[config.mk]
export PLATFORM = sky130hd
export DESIGN_NAME = leak_mitigation_status_controller
export DESIGN_NICKNAME = d
export VERILOG_FILES = /design/src/logic/leak_pkg.sv /design/src/logic/led_if.sv /design/src/logic/led_pattern.sv /design/src/logic/leak_mitigation_status_controller.sv
export VERILOG_INCLUDE_DIRS = /design/src /design/src/logic
export SDC_FILE = /design/constraint.sdc
export NUM_CORES = 1
export LEC_CHECK = 0
export ABC_AREA = 1
export CELL_PAD_IN_SITES_DETAIL_PLACEMENT = 1
export CELL_PAD_IN_SITES_GLOBAL_PLACEMENT = 1
export CORE_ASPECT_RATIO = 1.1
export CORE_MARGIN = 2
export CORE_UTILIZATION = 40
export CTS_CLUSTER_DIAMETER = 30
export DETAILED_ROUTE_END_ITERATION = 7
export DONT_BUFFER_PORTS = 1
export PLACE_DENSITY = 0.76
export SLEW_MARGIN = 30
export SYNTH_ARGS = -nofsm -noshare
export SYNTH_HDL_FRONTEND = slang
export SYNTH_HIERARCHICAL = 1
export SYNTH_SLANG_ARGS = --single-unit
[constraint.sdc]
create_clock -name clock -period 2.1 [get_ports clock]
set_input_delay 0 -clock clock [delete_from_list [all_inputs] [get_ports clock]]
set_output_delay 0 -clock clock [all_outputs]
set_load 0.02 [all_outputs]
[src/logic/leak_consts.svh]
// Constants for the leak mitigation status controller.
// Assumes a 10 MHz clock; times are held in their own unit.
`ifndef LEAK_CONSTS_SVH
`define LEAK_CONSTS_SVH
`define CLK_HZ 10000000
`define SLOW_HALF_S 2
`define DELAY_S 300
`define VERIFY_S 300
`define PRESS_WINDOW_S 5
`define FAULT_GAP_S 5
`define FAST_HALF_MS 250
`define CYC_PER_S (`CLK_HZ)
`define CYC_FAST_HALF ((`CLK_HZ / 1000) * `FAST_HALF_MS)
`define LFL_LIMIT_PCT 8'h19
`define FLASH_INT 3'h2
`define FLASH_COMM 3'h3
`define FLASH_SENS 3'h4
`endif

[src/logic/leak_pkg.sv]
// Types shared by the leak mitigation status controller.
// Assumes nothing of its surroundings.
package leak_pkg;
  typedef enum logic [2:0] {
    MODE_NORMAL = 3'h0,
    MODE_ALARM = 3'h1,
    MODE_DELAY = 3'h2,
    MODE_VERIFY = 3'h3,
    MODE_FAULT = 3'h4
  } mode_t;
  typedef enum logic [1:0] {
    LED_SLOW = 2'h0,
    LED_FAST = 2'h1,
    LED_STEADY = 2'h2,
    LED_GROUP = 2'h3
  } led_pat_t;
endpackage : leak_pkg

[src/logic/led_if.sv]
// Pattern request from the mode controller to the LED pattern maker.
// Assumes one clock shared by both ends.
`timescale 1ns/1ps
`default_nettype none
interface led_if;
  leak_pkg::led_pat_t pattern;
  logic [2:0] flashes;
  logic tick_s;
  modport ctrl (output pattern, output flashes, output tick_s);
  modport gen (input pattern, input flashes, input tick_s);
endinterface : led_if
`default_nettype wire

[src/logic/led_pattern.sv]
// LED pattern maker: slow, fast, steady and flash-group patterns.
// Assumes a one-second tick from the controller on the same clock.
`timescale 1ns/1ps
`default_nettype none
`include "leak_consts.svh"
module led_pattern #(
  parameter int FAST_HALF = `CYC_FAST_HALF
) (
  // Clock and reset
  input wire logic clock,
  input wire logic srst,
  // Pattern request
  led_if.gen req,
  // Lamp
  output logic led
);
  localparam logic [23:0] FAST_MAX = 24'(FAST_HALF - 1);
  logic [23:0] fcnt_reg, fcnt_next;
  logic ftick;
  logic [1:0] scnt_reg, scnt_next;
  logic [3:0] step_reg, step_next;
  logic [2:0] gap_reg, gap_next;
  logic fph_reg, fph_next;
  logic led_reg, led_next;
  leak_pkg::led_pat_t last_reg;

  assign ftick = (fcnt_reg == FAST_MAX);
  assign led = led_reg;

  always_comb begin
    fcnt_next = ftick ? 24'h0 : fcnt_reg + 24'h1;
    fph_next = ftick ? ~fph_reg : fph_reg;
    scnt_next = scnt_reg;
    step_next = step_reg;
    gap_next = gap_reg;
    if (req.tick_s) begin
      scnt_next = (scnt_reg == 2'(2 * `SLOW_HALF_S - 1)) ? 2'h0
                  : scnt_reg + 2'h1;
    end
    // Flash group: 2n fast half-periods, then a dark gap in seconds
    if (step_reg < {req.flashes, 1'b0}) begin
      if (ftick) step_next = step_reg + 4'h1;
    end else if (req.tick_s) begin
      if (gap_reg == 3'(`FAULT_GAP_S - 1)) begin
        gap_next = 3'h0;
        step_next = 4'h0;
      end else begin
        gap_next = gap_reg + 3'h1;
      end
    end
    if (req.pattern != last_reg) begin
      step_next = 4'h0;
      gap_next = 3'h0;
      scnt_next = 2'h0;
    end
    unique case (req.pattern)
      leak_pkg::LED_SLOW: led_next = ~scnt_reg[1];
      leak_pkg::LED_FAST: led_next = ~fph_reg;
      leak_pkg::LED_STEADY: led_next = 1'b1;
      leak_pkg::LED_GROUP: led_next = (step_reg < {req.flashes, 1'b0})
                                      && !step_reg[0];
    endcase
  end

  always_ff @(posedge clock) begin
    if (srst) begin
      fcnt_reg <= 24'h0;
      fph_reg <= 1'b0;
      scnt_reg <= 2'h0;
      step_reg <= 4'h0;
      gap_reg <= 3'h0;
      led_reg <= 1'b0;
      last_reg <= leak_pkg::LED_SLOW;
    end else begin
      fcnt_reg <= fcnt_next;
      fph_reg <= fph_next;
      scnt_reg <= scnt_next;
      step_reg <= step_next;
      gap_reg <= gap_next;
      led_reg <= led_next;
      last_reg <= req.pattern;
    end
  end

  property p_steady_lit;
    @(posedge clock) disable iff (srst)
      (req.pattern == leak_pkg::LED_STEADY) [*2] |-> led;
  endproperty
  a_steady_lit: assert property (p_steady_lit)
    else $error("LED not steady in delay mode");
endmodule : led_pattern
`default_nettype wire

[src/logic/leak_mitigation_status_controller.sv]
// Mode controller for a refrigerant leak detection board.
// Assumes sensor and button levels from outside the clock domain.
// What this block does
// - No alarm or fault: normal mode, LED two seconds on, two off.
// - Sensor over threshold: leak alarm mode, fast LED blink.
// - Alarm cleared: delay mode, mitigation kept five minutes.
// - Delay mode holds the LED steadily lit.
// - Any cleared fault also passes through the five-minute delay.
// - Two button presses within five seconds start verification.
// - Verification acts as a simulated alarm, fast blink, five minutes max.
// - Verification expiry returns to normal without button input.
// - One press during verification ends the test early.
// - Internal fault: two flashes then five seconds dark, repeated.
// - Sensor link lost: three flashes then five seconds dark.
// - Sensor reports fault: four flashes then five seconds dark.
// - Relay failure or sensor line short raises internal fault.
// - Mitigation stops conditioning and runs the indoor blower.
// - New leak during or after delay restarts mitigation and delay.
// - Leak means concentration above 25 percent of lower limit.
`timescale 1ns/1ps
`default_nettype none
`include "leak_consts.svh"
module leak_mitigation_status_controller #(
  parameter int CYC_PER_S = `CYC_PER_S,
  parameter int FAST_HALF = `CYC_FAST_HALF,
  parameter int DELAY_S = `DELAY_S,
  parameter int VERIFY_S = `VERIFY_S,
  parameter logic [7:0] LFL_LIMIT = `LFL_LIMIT_PCT
) (
  // Clock and reset
  input wire logic clock,
  input wire logic srst,
  // Sensor side
  input wire logic [7:0] concentration_pct,
  input wire logic sensor_comm_ok,
  input wire logic sensor_fault,
  // Board health
  input wire logic relay_fail,
  input wire logic comm_line_short,
  // Service button, high while pressed
  input wire logic button,
  // Outputs
  output logic status_led,
  output logic conditioning_enable,
  output logic blower_on,
  output logic [2:0] mode
);
  ////////////////////////////////////////////////////////////////////
  // Input synchronisers
  logic [7:0] conc_s1, conc_s2;
  logic [4:0] lvl_s1, lvl_s2;
  logic btn_prev;
  always_ff @(posedge clock) begin
    if (srst) begin
      conc_s1 <= 8'h0;
      conc_s2 <= 8'h0;
      lvl_s1 <= 5'h1;
      lvl_s2 <= 5'h1;
      btn_prev <= 1'b0;
    end else begin
      conc_s1 <= concentration_pct;
      conc_s2 <= conc_s1;
      lvl_s1 <= {button, relay_fail, comm_line_short, sensor_fault,
                 sensor_comm_ok};
      lvl_s2 <= lvl_s1;
      btn_prev <= lvl_s2[4];
    end
  end
  // Bus words may tear across the crossing; one sample is wrong
  // at worst, which a slow gas level tolerates.
  logic leak, f_int, f_comm, f_sens, press, any_fault;
  assign leak = lvl_s2[0] && (conc_s2 > LFL_LIMIT);
  assign f_int = lvl_s2[3] | lvl_s2[2];
  assign f_comm = !lvl_s2[0];
  assign f_sens = lvl_s2[0] && lvl_s2[1];
  assign any_fault = f_int | f_comm | f_sens;
  assign press = lvl_s2[4] && !btn_prev;

  ////////////////////////////////////////////////////////////////////
  // One-second timebase
  localparam logic [23:0] SEC_MAX = 24'(CYC_PER_S - 1);
  logic [23:0] pre_reg, pre_next;
  logic tick_s;
  assign tick_s = (pre_reg == SEC_MAX);
  always_comb begin
    pre_next = tick_s ? 24'h0 : pre_reg + 24'h1;
  end
  always_ff @(posedge clock) begin
    if (srst) pre_reg <= 24'h0;
    else pre_reg <= pre_next;
  end

  ////////////////////////////////////////////////////////////////////
  // Mode machine
  leak_pkg::mode_t mode_reg, mode_next;
  logic [8:0] secs_reg, secs_next;
  logic [2:0] win_reg, win_next;
  logic armed_reg, armed_next;
  logic [2:0] flashes;
  leak_pkg::led_pat_t pattern;

  always_comb begin
    mode_next = mode_reg;
    secs_next = tick_s ? secs_reg + 9'h1 : secs_reg;
    win_next = (armed_reg && tick_s) ? win_reg + 3'h1 : win_reg;
    armed_next = armed_reg;
    if (armed_reg && win_reg == 3'(`PRESS_WINDOW_S)) armed_next = 1'b0;
    unique case (mode_reg)
      leak_pkg::MODE_NORMAL: begin
        if (press) begin
          if (armed_reg) begin
            mode_next = leak_pkg::MODE_VERIFY;
            armed_next = 1'b0;
            secs_next = 9'h0;
          end else begin
            armed_next = 1'b1;
            win_next = 3'h0;
          end
        end
      end
      leak_pkg::MODE_VERIFY: begin
        if (press || secs_reg == 9'(VERIFY_S)) begin
          mode_next = leak_pkg::MODE_NORMAL;
        end
      end
      leak_pkg::MODE_ALARM, leak_pkg::MODE_FAULT: begin
        if (!leak && !any_fault) begin
          mode_next = leak_pkg::MODE_DELAY;
          secs_next = 9'h0;
        end
      end
      leak_pkg::MODE_DELAY: begin
        if (secs_reg == 9'(DELAY_S)) mode_next = leak_pkg::MODE_NORMAL;
      end
      default: mode_next = leak_pkg::MODE_NORMAL;
    endcase
    if (any_fault) mode_next = leak_pkg::MODE_FAULT;
    else if (leak) mode_next = leak_pkg::MODE_ALARM;
    if (mode_next != leak_pkg::MODE_NORMAL) armed_next = 1'b0;
  end

  always_ff @(posedge clock) begin
    if (srst) begin
      mode_reg <= leak_pkg::MODE_NORMAL;
      secs_reg <= 9'h0;
      win_reg <= 3'h0;
      armed_reg <= 1'b0;
    end else begin
      mode_reg <= mode_next;
      secs_reg <= secs_next;
      win_reg <= win_next;
      armed_reg <= armed_next;
    end
  end

  ////////////////////////////////////////////////////////////////////
  // LED selection and outputs
  always_comb begin
    flashes = 3'h0;
    if (f_int) flashes = `FLASH_INT;
    else if (f_comm) flashes = `FLASH_COMM;
    else if (f_sens) flashes = `FLASH_SENS;
    unique case (mode_reg)
      leak_pkg::MODE_FAULT: pattern = leak_pkg::LED_GROUP;
      leak_pkg::MODE_ALARM, leak_pkg::MODE_VERIFY: pattern = leak_pkg::LED_FAST;
      leak_pkg::MODE_DELAY: pattern = leak_pkg::LED_STEADY;
      default: pattern = leak_pkg::LED_SLOW;
    endcase
  end

  led_if lif();
  assign lif.pattern = pattern;
  assign lif.flashes = flashes;
  assign lif.tick_s = tick_s;

  led_pattern #(.FAST_HALF(FAST_HALF)) u_led (
    .clock(clock),
    .srst(srst),
    .req(lif.gen),
    .led(status_led)
  );

  logic mit_reg;
  always_ff @(posedge clock) begin
    if (srst) mit_reg <= 1'b0;
    else mit_reg <= (mode_next != leak_pkg::MODE_NORMAL);
  end
  assign conditioning_enable = !mit_reg;
  assign blower_on = mit_reg;
  assign mode = mode_reg;

  ////////////////////////////////////////////////////////////////////
  // Checks
  property p_fault_first;
    @(posedge clock) disable iff (srst)
      any_fault |=> mode_reg == leak_pkg::MODE_FAULT;
  endproperty
  a_fault_first: assert property (p_fault_first)
    else $error("Fault did not take priority");
  property p_leak_alarm;
    @(posedge clock) disable iff (srst)
      (leak && !any_fault) |=> mode_reg == leak_pkg::MODE_ALARM;
  endproperty
  a_leak_alarm: assert property (p_leak_alarm)
    else $error("Leak did not raise alarm");
  property p_clear_delay;
    @(posedge clock) disable iff (srst)
      (mode_reg inside {leak_pkg::MODE_ALARM, leak_pkg::MODE_FAULT}
       && !leak && !any_fault) |=> mode_reg == leak_pkg::MODE_DELAY;
  endproperty
  a_clear_delay: assert property (p_clear_delay)
    else $error("Clear did not enter delay");
  property p_mitigate;
    @(posedge clock) disable iff (srst)
      mode_reg != leak_pkg::MODE_NORMAL |-> blower_on && !conditioning_enable;
  endproperty
  a_mitigate: assert property (p_mitigate)
    else $error("Mitigation outputs wrong");
  property p_delay_end;
    @(posedge clock) disable iff (srst)
      (mode_reg == leak_pkg::MODE_DELAY && secs_reg == 9'(DELAY_S)
       && !leak && !any_fault) |=> mode_reg == leak_pkg::MODE_NORMAL;
  endproperty
  a_delay_end: assert property (p_delay_end)
    else $error("Delay did not end on time");
  property p_verify_stop;
    @(posedge clock) disable iff (srst)
      (mode_reg == leak_pkg::MODE_VERIFY && press && !leak && !any_fault)
      |=> mode_reg == leak_pkg::MODE_NORMAL;
  endproperty
  a_verify_stop: assert property (p_verify_stop)
    else $error("Press did not stop test");
  property p_verify_len;
    @(posedge clock) disable iff (srst)
      mode_reg == leak_pkg::MODE_VERIFY |-> secs_reg <= 9'(VERIFY_S);
  endproperty
  a_verify_len: assert property (p_verify_len)
    else $error("Test overran its time");
  property p_enter_verify;
    @(posedge clock) disable iff (srst)
      (mode_reg == leak_pkg::MODE_NORMAL && armed_reg && press && !leak
       && !any_fault) |=> mode_reg == leak_pkg::MODE_VERIFY;
  endproperty
  a_enter_verify: assert property (p_enter_verify)
    else $error("Double press did not start test");
endmodule : leak_mitigation_status_controller
`default_nettype wire

==> Word-level counts from Yosys, hierarchy flattened <==
Cells that the tools add are included.
{ "op_classes": {"add_sub_neg": 7, "order_cmp": 2, "eq_ne": 15, "n_mux": 32, "n_bitwise": 6, "n_reduce_logical": 27} }
{ "ops": {"columns": ["cell", "n"], "rows": [
  ["adder 24 x 1 -> 24 bit (second input constant)", 2],
  ["two-way mux 3 bit", 15],
  ["two-way mux 9 bit", 4],
  ["== test 24 x 22 -> 1 bit (second input constant)", 1],
  ["== test 24 bit (second input constant)", 1],
  ["case mux 9 bit (2 select lines)", 1],
  ["two-way mux 4 bit", 4],
  ["case mux 3 bit (4 select lines)", 1],
  ["OR reduction 2 bit", 6],
  ["adder 9 x 1 -> 9 bit (second input constant)", 1],
  ["== test 3 bit (second input constant)", 3],
  ["== test 9 bit (second input constant)", 1],
  ["> comparator 8 x 5 -> 1 bit (second input constant)", 1],
  ["logical AND 1 bit", 7],
  ["adder 3 x 1 -> 3 bit (second input constant)", 2],
  ["== test 2 bit (second input constant)", 3],
  ["== test 3 x 2 -> 1 bit (second input constant)", 2],
  ["logical NOT 1 bit", 6],
  ["case mux 2 bit (3 select lines)", 1],
  ["adder 4 x 1 -> 4 bit (second input constant)", 1],
  ["< comparator 4 bit", 1],
  ["two-way mux 1 bit", 4],
  ["case mux 1 bit (4 select lines)", 1],
  ["nonzero test 2 bit", 2],
  ["14 further kinds", 18]
]} }
{ "word_totals": {"reg_bits": 105, "word_cells": 107} }

==> Logic depth before layout (Yosys ltp) <==
Gate-level depths: netlist of the first run.
{ "logic_depth": {"ltp_word": 11, "ltp_mapped": 13, "mapped_depth_nobuf": 13} }

==> Modules after synthesis <==
Netlist of the first run, hierarchy kept.
{ "by_module_without_submodules": {"columns": ["module", "instances", "cells_each", "area_each_um2", "seq_area_each_um2"], "rows": [
  ["leak_mitigation_status_controller", 1, 456, 3111.7, 1321.3],
  ["led_pattern", 1, 282, 2023.2, 740.7]
]} }

==> Worst setup path before layout of the first run <==
Ideal clock, no wire load.
{ "synth_timing": {"path_kind": "register to register", "from": "register pre_reg[0]", "to": "register u_led.step_reg[0]", "setup_time_ps": 118, "arrival_time_ps": 1760, "slack_ps": 222, "stages_incl_launch_ff": 10, "cell_sequence": "dfxtp_1 > ha_1 > nand2_2 > nor2_4 > nand2_1 > nor2_1 > and2_1 > nand4_1 > a21boi_0 > nor2_1"} }
{ "synth_via": {"elab_chain_cells": 3} }
{ "synth_lines": {"columns": ["item", "line", "text"], "rows": [
  ["from (decl)", "leak_mitigation_status_controller.sv:82", "logic [23:0] pre_reg, pre_next;"],
  ["from (signal assigned)", "leak_mitigation_status_controller.sv:90", "else pre_reg <= pre_next;"],
  ["== test 24 bit", "leak_mitigation_status_controller.sv:84", "assign tick_s = (pre_reg == SEC_MAX);"],
  ["via lif.tick_s", "led_if.sv:8", "logic tick_s;"],
  ["nonzero test 2 bit (no source line)", null, null],
  ["AND reduction 3 bit (no source line)", null, null],
  ["to (signal assigned)", "led_pattern.sv:78", "step_reg <= step_next;"],
  ["to (decl)", "led_pattern.sv:21", "logic [3:0] step_reg, step_next;"]
]} }
The timed path passes the listed nets, and every way through them passes these cells.
A chain may end at the register's enable or synchronous reset.

==> Worst setup path in the final report of the first run <==
{ "layout_timing": {"from": "register pre_reg[18]", "to": "register u_led.step_reg[2]"} }
Same word-level chain as after synthesis.

==> metrics.md, run 1 <==
| Metric | Value |
|---|---|
| Maximum vdd drop | `0.661 mV` |
| Die Ht | `123 µm` |
| F_max | `0.521 GHz` |
| Clock Sinks | `103` |
| Mapped Cells | `738` |
| Initial antenna violation count | `0` |
| Max Cap Violations | `0` |
| CTS clk-pin slew, worst paths | `0.08 ns` |
| HPWL after detailed placement | `9690 µm` |
| First-pass GRT wire length | `22300 µm` |
| Wire per inst | `14.2 µm` |
| Worst reg-to-reg setup slack | `0.18 ns` |
| Critical path launch point type | `flop` |
| Final Wtd Congestion | `0.852` |
| Dominant cell type by area after synthesis | `dfxtp_1` |
| Diode count | `0` |
| Worst path slowest cell | `dfxtp_1` |
| Final net count | `795` |
| Final wirelength | `13200 µm` |
| Final period utilization | `91.5%` |
| Setup Viol. Count Final | `0` |
| Final Max Tran Viols | `0` |
| Vias in the first global route | `4800` |
| Leakage power | `2.27 nW` |
| DRC | `0` |
| Top Ports | `21` |
| Clock latency on the worst-skew pair | `0.36 ns` |
| Post-route cell area | `0.00582 mm²` |
| Total grt overflow | `0` |
| Post-Route Utilization | `46.2%` |
| Worst Hold Class | `in -> reg` |
| Final antenna-violating net count | `0` |
| Largest fanout on the critical path | `6` |
| Critical Path Max Stage Delay | `0.36 ns` |
| Synth top area share | `40.2%` |
| #FFs+latches synth | `103` |
| Fin Clk Skew | `0.0119 ns` |
| Crit-path most repeated cell | `nand4_1` |
| Setup CP Type | `reg -> reg` |
| IO buf count | `0` |
| Worst path top cell family by delay | `simple AND/OR/NAND/NOR gates` |
| Most frequent cells in the layout | `nand2_1, inv_1, nor2_1` |
| Seq/Total Area, Yosys | `40.2%` |
| Worst-Margin Slew | `0.545 ns` |
| Final Hold Viols | `0` |
| Syn nets | `765` |
| YS warnings | `6` |
| DP Area | `0.00536 mm²` |
| Synth-to-layout area growth | `13.3%` |
| Area contributors post-synth | `dfxtp_1, nand2_1, inv_1, nor2_1, nand3_1` |
| Worst setup EP type | `flop` |
| Drt initial violations | `183` |
| Status | `finished, final reports clean` |
| H-tree depth | `3` |
| Max-slew headroom | `63.7%` |
| Num rows | `43` |
| CTS Buf Count | `9` |
| Min Tclk post-route | `1.92 ns` |
| WP data arrival | `2.22 ns` |
| Critical path, cell by cell | `inv_1 > nand4_1 > nor3b_1 > and2_2 > nand4_1 > buf_4 > nand2_2 > nand2_1 > a21oi_2` |
| Library cells used by synthesis | `38` |
| Die area | `0.0138 mm²` |
| Largest net degree at the start of global routing | `34` |
| Final setup margin | `0.179 ns` |
| Vias per cell | `5.02` |
| Crit path required time | `2.40 ns` |
| Setup TNS | `0 ns` |
| Bufs and invs on worst path | `2` |
| GRT Total Usage | `20.0%` |
| CTS tree | `built` |
| Root Buffer | `clkbuf_16` |
| Core ar. | `0.0126 mm²` |
| Clock Path Buffers | `2` |
| Synth Area per Inst | `6.96 µm²` |
| DP Worst Slack | `0.0230 ns` |
| TritonRoute pass-1 iters | `4` |
| Layout cell share with drive strength beyond 1 | `8.41%` |
| Fill cell count | `1650` |
| Die Wd | `112 µm` |
| Synthesized area | `0.00513 mm²` |
| Most common cell after layout, fill and taps aside | `nand2_1` |
| PwrDens | `685 mW/mm²` |
| Total number of vias | `4671` |
| Starting density of the core | `40.8%` |
-- kinds of logic after synthesis --
family / synth area share (%)
AO/OA/AOI/OAI: 6.43
XOR/XNOR: 3.75
adder cells (fa/ha/maj): 2.92
buffers and inverters: 10.1
flip-flops: 40.2
AND/OR/NAND/NOR: 36.6
-- power breakdown --
group	total, mW	leakage, nW	internal [mW]	switching [mW]
Clock	1.75	0.154	0.865	0.885
Sequential	2.03	0.837	1.99	0.0336
Combinational	0.204	1.28	0.0689	0.135
Total	3.98	2.27	2.93	1.05
-- metrics by stage --
step	std cells	hold slack, ns	power [mW]
after global placement	900	0.0747	2.24
after CTS	929	0.254	4.03
after detailed placement	900	0.0765	2.25
final	930	0.103	3.98
after floorplan	738	0.0717	2.21
after global routing	930	0.151	4.13
-- what timing repair did --
| action | in CTS | in global routing |
|---|---|---|
| hold buffers | 13 | 0 |
| pin swaps | 1 | 1 |
| endpoints found under the setup margin | 2 | 7 |
| hold endpoints to repair | 44 | 0 |
| setup buffers | 0 | 1 |
| resized for setup | 0 | 5 |
-- synthesized netlist by cell type --
master and count:
xor2_1 17, nand3_2 1, nor3b_2 1, buf_8 2, nand3b_1 2, nor3_4 2, buf_6 2, nor2_2 2
a31o_2 1, o311ai_0 1, o21ai_0 15, xnor2_1 5, nand2_2 6, nand2_1 159, or2_2 3, o31ai_1 1
and2_1 1, nand2_4 3, nor3b_1 3, nand4_1 24, ha_1 12, nor2_4 5, inv_1 119, nand3_1 50
a21boi_0 2, nand3_4 1, nor2_1 117, a31oi_1 2, and3b_1 1, a21oi_1 37, buf_1 1, nor2b_1 1
nor3_1 29, nor3_2 1, inv_2 2, dfxtp_1 103, a21oi_2 2, clkbuf_1 2
-- per-layer routing --
layer	GRT usage [%]	wire, µm	vias to the layer above
met2	37.4	6980	35
met4	5.79	181	0
met5	0	0	-
met3	3.85	245	17
met1	23.2	5760	2235
li1	-	-	2384
-- area by class of cell --
class / instances / area, µm² / area share, %
Inverter: 121 / 454 / 7.81
Clock buffer: 9 / 225 / 3.87
Clock inverter: 7 / 91.3 / 1.57
Tap cell: 157 / 196 / 3.38
Sequential cell: 103 / 2060 / 35.5
Multi-Input combinational cell: 507 / 2560 / 44.1
Timing Repair Buffer: 26 / 223 / 3.83
-- final timing paths --
kind          startpoint                 to  depth (start not counted)
min reg2reg   conc_s1[5]         conc_s2[5]                          2
max          pre_reg[18]  u_led/step_reg[2]                          9
max reg2reg  pre_reg[18]  u_led/step_reg[2]                          9
min                 srst         conc_s2[3]                          2
-- worst register-to-register path: stages, from the launching register on --
cell and delay (ns):
dfxtp_1 0.36, inv_1 0.09, nand4_1 0.20, nor3b_1 0.36, and2_2 0.25, nand4_1 0.10
buf_4 0.17, nand2_2 0.09, nand2_1 0.09, a21oi_2 0.14
(Power assumes the default switching activity.)
==> run 2: changes to the inputs <==
--- a/config.mk
+++ b/config.mk
@@ -16,7 +16,8 @@
 export DETAILED_ROUTE_END_ITERATION = 7
 export DONT_BUFFER_PORTS = 1
 export PLACE_DENSITY = 0.76
-export SLEW_MARGIN = 30
+export REMOVE_ABC_BUFFERS = 1
+export SLEW_MARGIN = 0
 export SYNTH_ARGS = -nofsm -noshare
 export SYNTH_HDL_FRONTEND = slang
 export SYNTH_HIERARCHICAL = 1
==> run 2 against run 1 <==
Against the previous run:
- wire length rose by 1.1%
- global-route usage rose by 0.20 points
- die area did not move
- first-iteration DRC count did not move
- register-to-register slack improved by 0.02 ns
- power rose by 0.46%
- fmax rose by 1.2%
- worst hold slack improved by 0.17 ns
- flip-flop and latch count did not move
- core utilization rose by 0.34 points
- non-clock buffer count rose by 1
==> metrics.md, run 2 (synthesized netlist as in run 1, its figures left out) <==
| Metric | Value |
|---|---|
| Hold path cells | `2` |
| Reg-to-Reg Start | `pre_reg[1]` |
| Maximum vdd drop | `0.748 mV` |
| Status | `finished, final reports clean` |
| Psw | `1.06 mW` |
| Setup TNS | `0 ns` |
| Synth-to-layout area growth | `14.1%` |
| # Post-CTS Setup Buffers | `0` |
| Worst R2R Path Depth | `11` |
| WP data arrival | `2.16 ns` |
| IO buf count | `0` |
| Num rows | `43` |
| HP Start | `sensor_comm_ok` |
| Clock Sinks | `103` |
| Unrepaired setup endpoints after global routing | `yes` |
| Final Max Tran Viols | `0` |
| Setup CP Type | `reg -> reg` |
| Worst Hold Class | `in -> reg` |
| Crit path launch | `pre_reg[1]` |
| First-pass GRT wire length | `22400 µm` |
| Layout cell share with drive strength beyond 1 | `8.40%` |
| Max-slew headroom | `20.9%` |
| Final antenna-violating net count | `0` |
| Leakage power | `2.29 nW` |
| Largest fanout on the critical path | `6` |
| Sequential group share of total power | `50.7%` |
| DRC | `0` |
| Clock Path Buffers | `2` |
| Worst setup EP type | `flop` |
| Reg2Reg Capture Point | `u_led/step_reg[3]` |
| HPWL after detailed placement | `9700 µm` |
| F_max | `0.527 GHz` |
| Wire per inst | `14.3 µm` |
| Critical path launch point type | `flop` |
| Worst reg-to-reg setup slack | `0.20 ns` |
| CTS Buf Count | `9` |
| Min Tclk post-route | `1.90 ns` |
| Die Ht | `123 µm` |
| Top Ports | `21` |
| PwrDens | `683 mW/mm²` |
| Die Wd | `112 µm` |
| CP endpoint | `u_led/step_reg[3]` |
| Sw Share | `26.5%` |
| Int Power | `2.94 mW` |
| GRT Total Usage | `20.2%` |
| CTS clk-pin slew, worst paths | `0.08 ns` |
| Final wirelength | `13300 µm` |
| Final period utilization | `90.3%` |
| Core ar. | `0.0126 mm²` |
| Setup Viol. Count Final | `0` |
| Placed cells | `902` |
| Comb pwr share | `5.4%` |
| Clock latency on the worst-skew pair | `0.36 ns` |
| Final Hold Viols | `0` |
| Vias in the first global route | `4893` |
| Max Cap Violations | `0` |
| Die area | `0.0138 mm²` |
| CTS tree | `built` |
| Starting density of the core | `40.8%` |
| Total number of vias | `4733` |
| Total grt overflow | `0` |
| H-tree depth | `3` |
| Most common cell after layout, fill and taps aside | `nand2_1` |
| Fin Clk Skew | `0.0113 ns` |
| TritonRoute pass-1 iters | `4` |
| Vias per cell | `5.08` |
| Largest net degree at the start of global routing | `34` |
| Final Wtd Congestion | `0.900` |
| Final net count | `796` |
| Most frequent cells in the layout | `nand2_1, inv_1, nor2_1` |
| Clock power share | `43.9%` |
| Diode count | `0` |
| Root Buffer | `clkbuf_16` |
| Worst-Margin Slew | `1.19 ns` |
| Drt initial violations | `183` |
| Crit path required time | `2.36 ns` |
| Final non-filler cell total | `931` |
| Initial antenna violation count | `0` |
[run 2: cell count changes in the layout (fill, tap and decap cells not counted)]
| cell | before | now |
|---|---|---|
| nor3b_1 | 3 | 2 |
| inv_8 | 3 | 1 |
| buf_12 | 0 | 1 |
| a21boi_0 | 2 | 1 |
| ha_2 | 1 | 0 |
| nor2_1 | 115 | 116 |
| dlymetal6s4s_1 | 0 | 1 |
| nor2_2 | 4 | 3 |
| ha_4 | 0 | 1 |
| inv_12 | 0 | 1 |
| a21boi_1 | 0 | 1 |
| nor3b_2 | 1 | 2 |
| inv_6 | 1 | 2 |
| buf_2 | 1 | 0 |
[run 2: how the worst min path moves through the flow]
stage / endpoint / slack [ns]
3_3_place_gp: btn_prev / 0.07
4_1_cts: lvl_s1[0] / 0.26
6_report: lvl_s1[0] / 0.27
5_1_grt: lvl_s1[0] / 0.28
2_1_floorplan: conc_s1[1] / 0.07
3_5_place_dp: lvl_s2[4] / 0.08
[run 2: per-layer routing]
layer | wire, µm | vias up | part of all wire (%) | track usage [%]
li1 | - | 2387 | - | -
met1 | 5680 | 2262 | 43 | 22.6
met2 | 6990 | 66 | 52 | 37.9
met3 | 410 | 18 | 3.1 | 4.64
met4 | 231 | 0 | 1.7 | 6.55
met5 | 0 | - | 0 | 0
[run 2: critical path, cell delays in order, from the launching register on]
cell     delay (ns)
dfxtp_1        0.40
ha_4           0.17
nand2_2        0.08
nor2_4         0.10
nand2_1        0.10
nor2_2         0.16
and2_2         0.20
nand4_1        0.25
nand2_2        0.18
nand2_1        0.07
nand2_1        0.06
nor2_1         0.04
[run 2: metrics by stage]
stage	hold WS, ns	worst slack [ns]	instance area (µm²)	utilization, %	total power [mW]
2_1_floorplan	0.0712	0.222	5070	-	2.19
3_3_place_gp	0.0747	0.197	5390	42.8	2.24
3_5_place_dp	0.0759	0.0688	5390	42.8	2.25
4_1_cts	0.261	0.0239	5830	46.3	4.04
5_1_grt	0.280	0.000233	5860	46.5	4.15
6_report	0.274	0.203	5860	46.5	4.00
[run 2: power by group through the flow]
stage | Sequential, mW | Combinational, mW | Clock, mW
4_1_cts | 2.03 | 0.211 | 1.80
2_1_floorplan | 2.07 | 0.125 | 0
3_3_place_gp | 2.07 | 0.172 | 0
3_5_place_dp | 2.07 | 0.181 | 0
6_report | 2.03 | 0.216 | 1.75
5_1_grt | 2.03 | 0.248 | 1.86
[run 2: cell type report]
cell class	count	area, µm²
Tap cell	157	196
Sequential cell	103	2060
Multi-Input combinational cell	507	2580
Fill cell	1606	6730
Clock inverter	7	93.8
Inverter	121	454
Clock buffer	9	225
Timing Repair Buffer	27	250
[run 2: repair_timing]
action                     in CTS  in global routing
hold endpoints to repair       49                  0
hold buffers                   13                  0
setup endpoints to repair       0                 42
resized for setup               0                  8
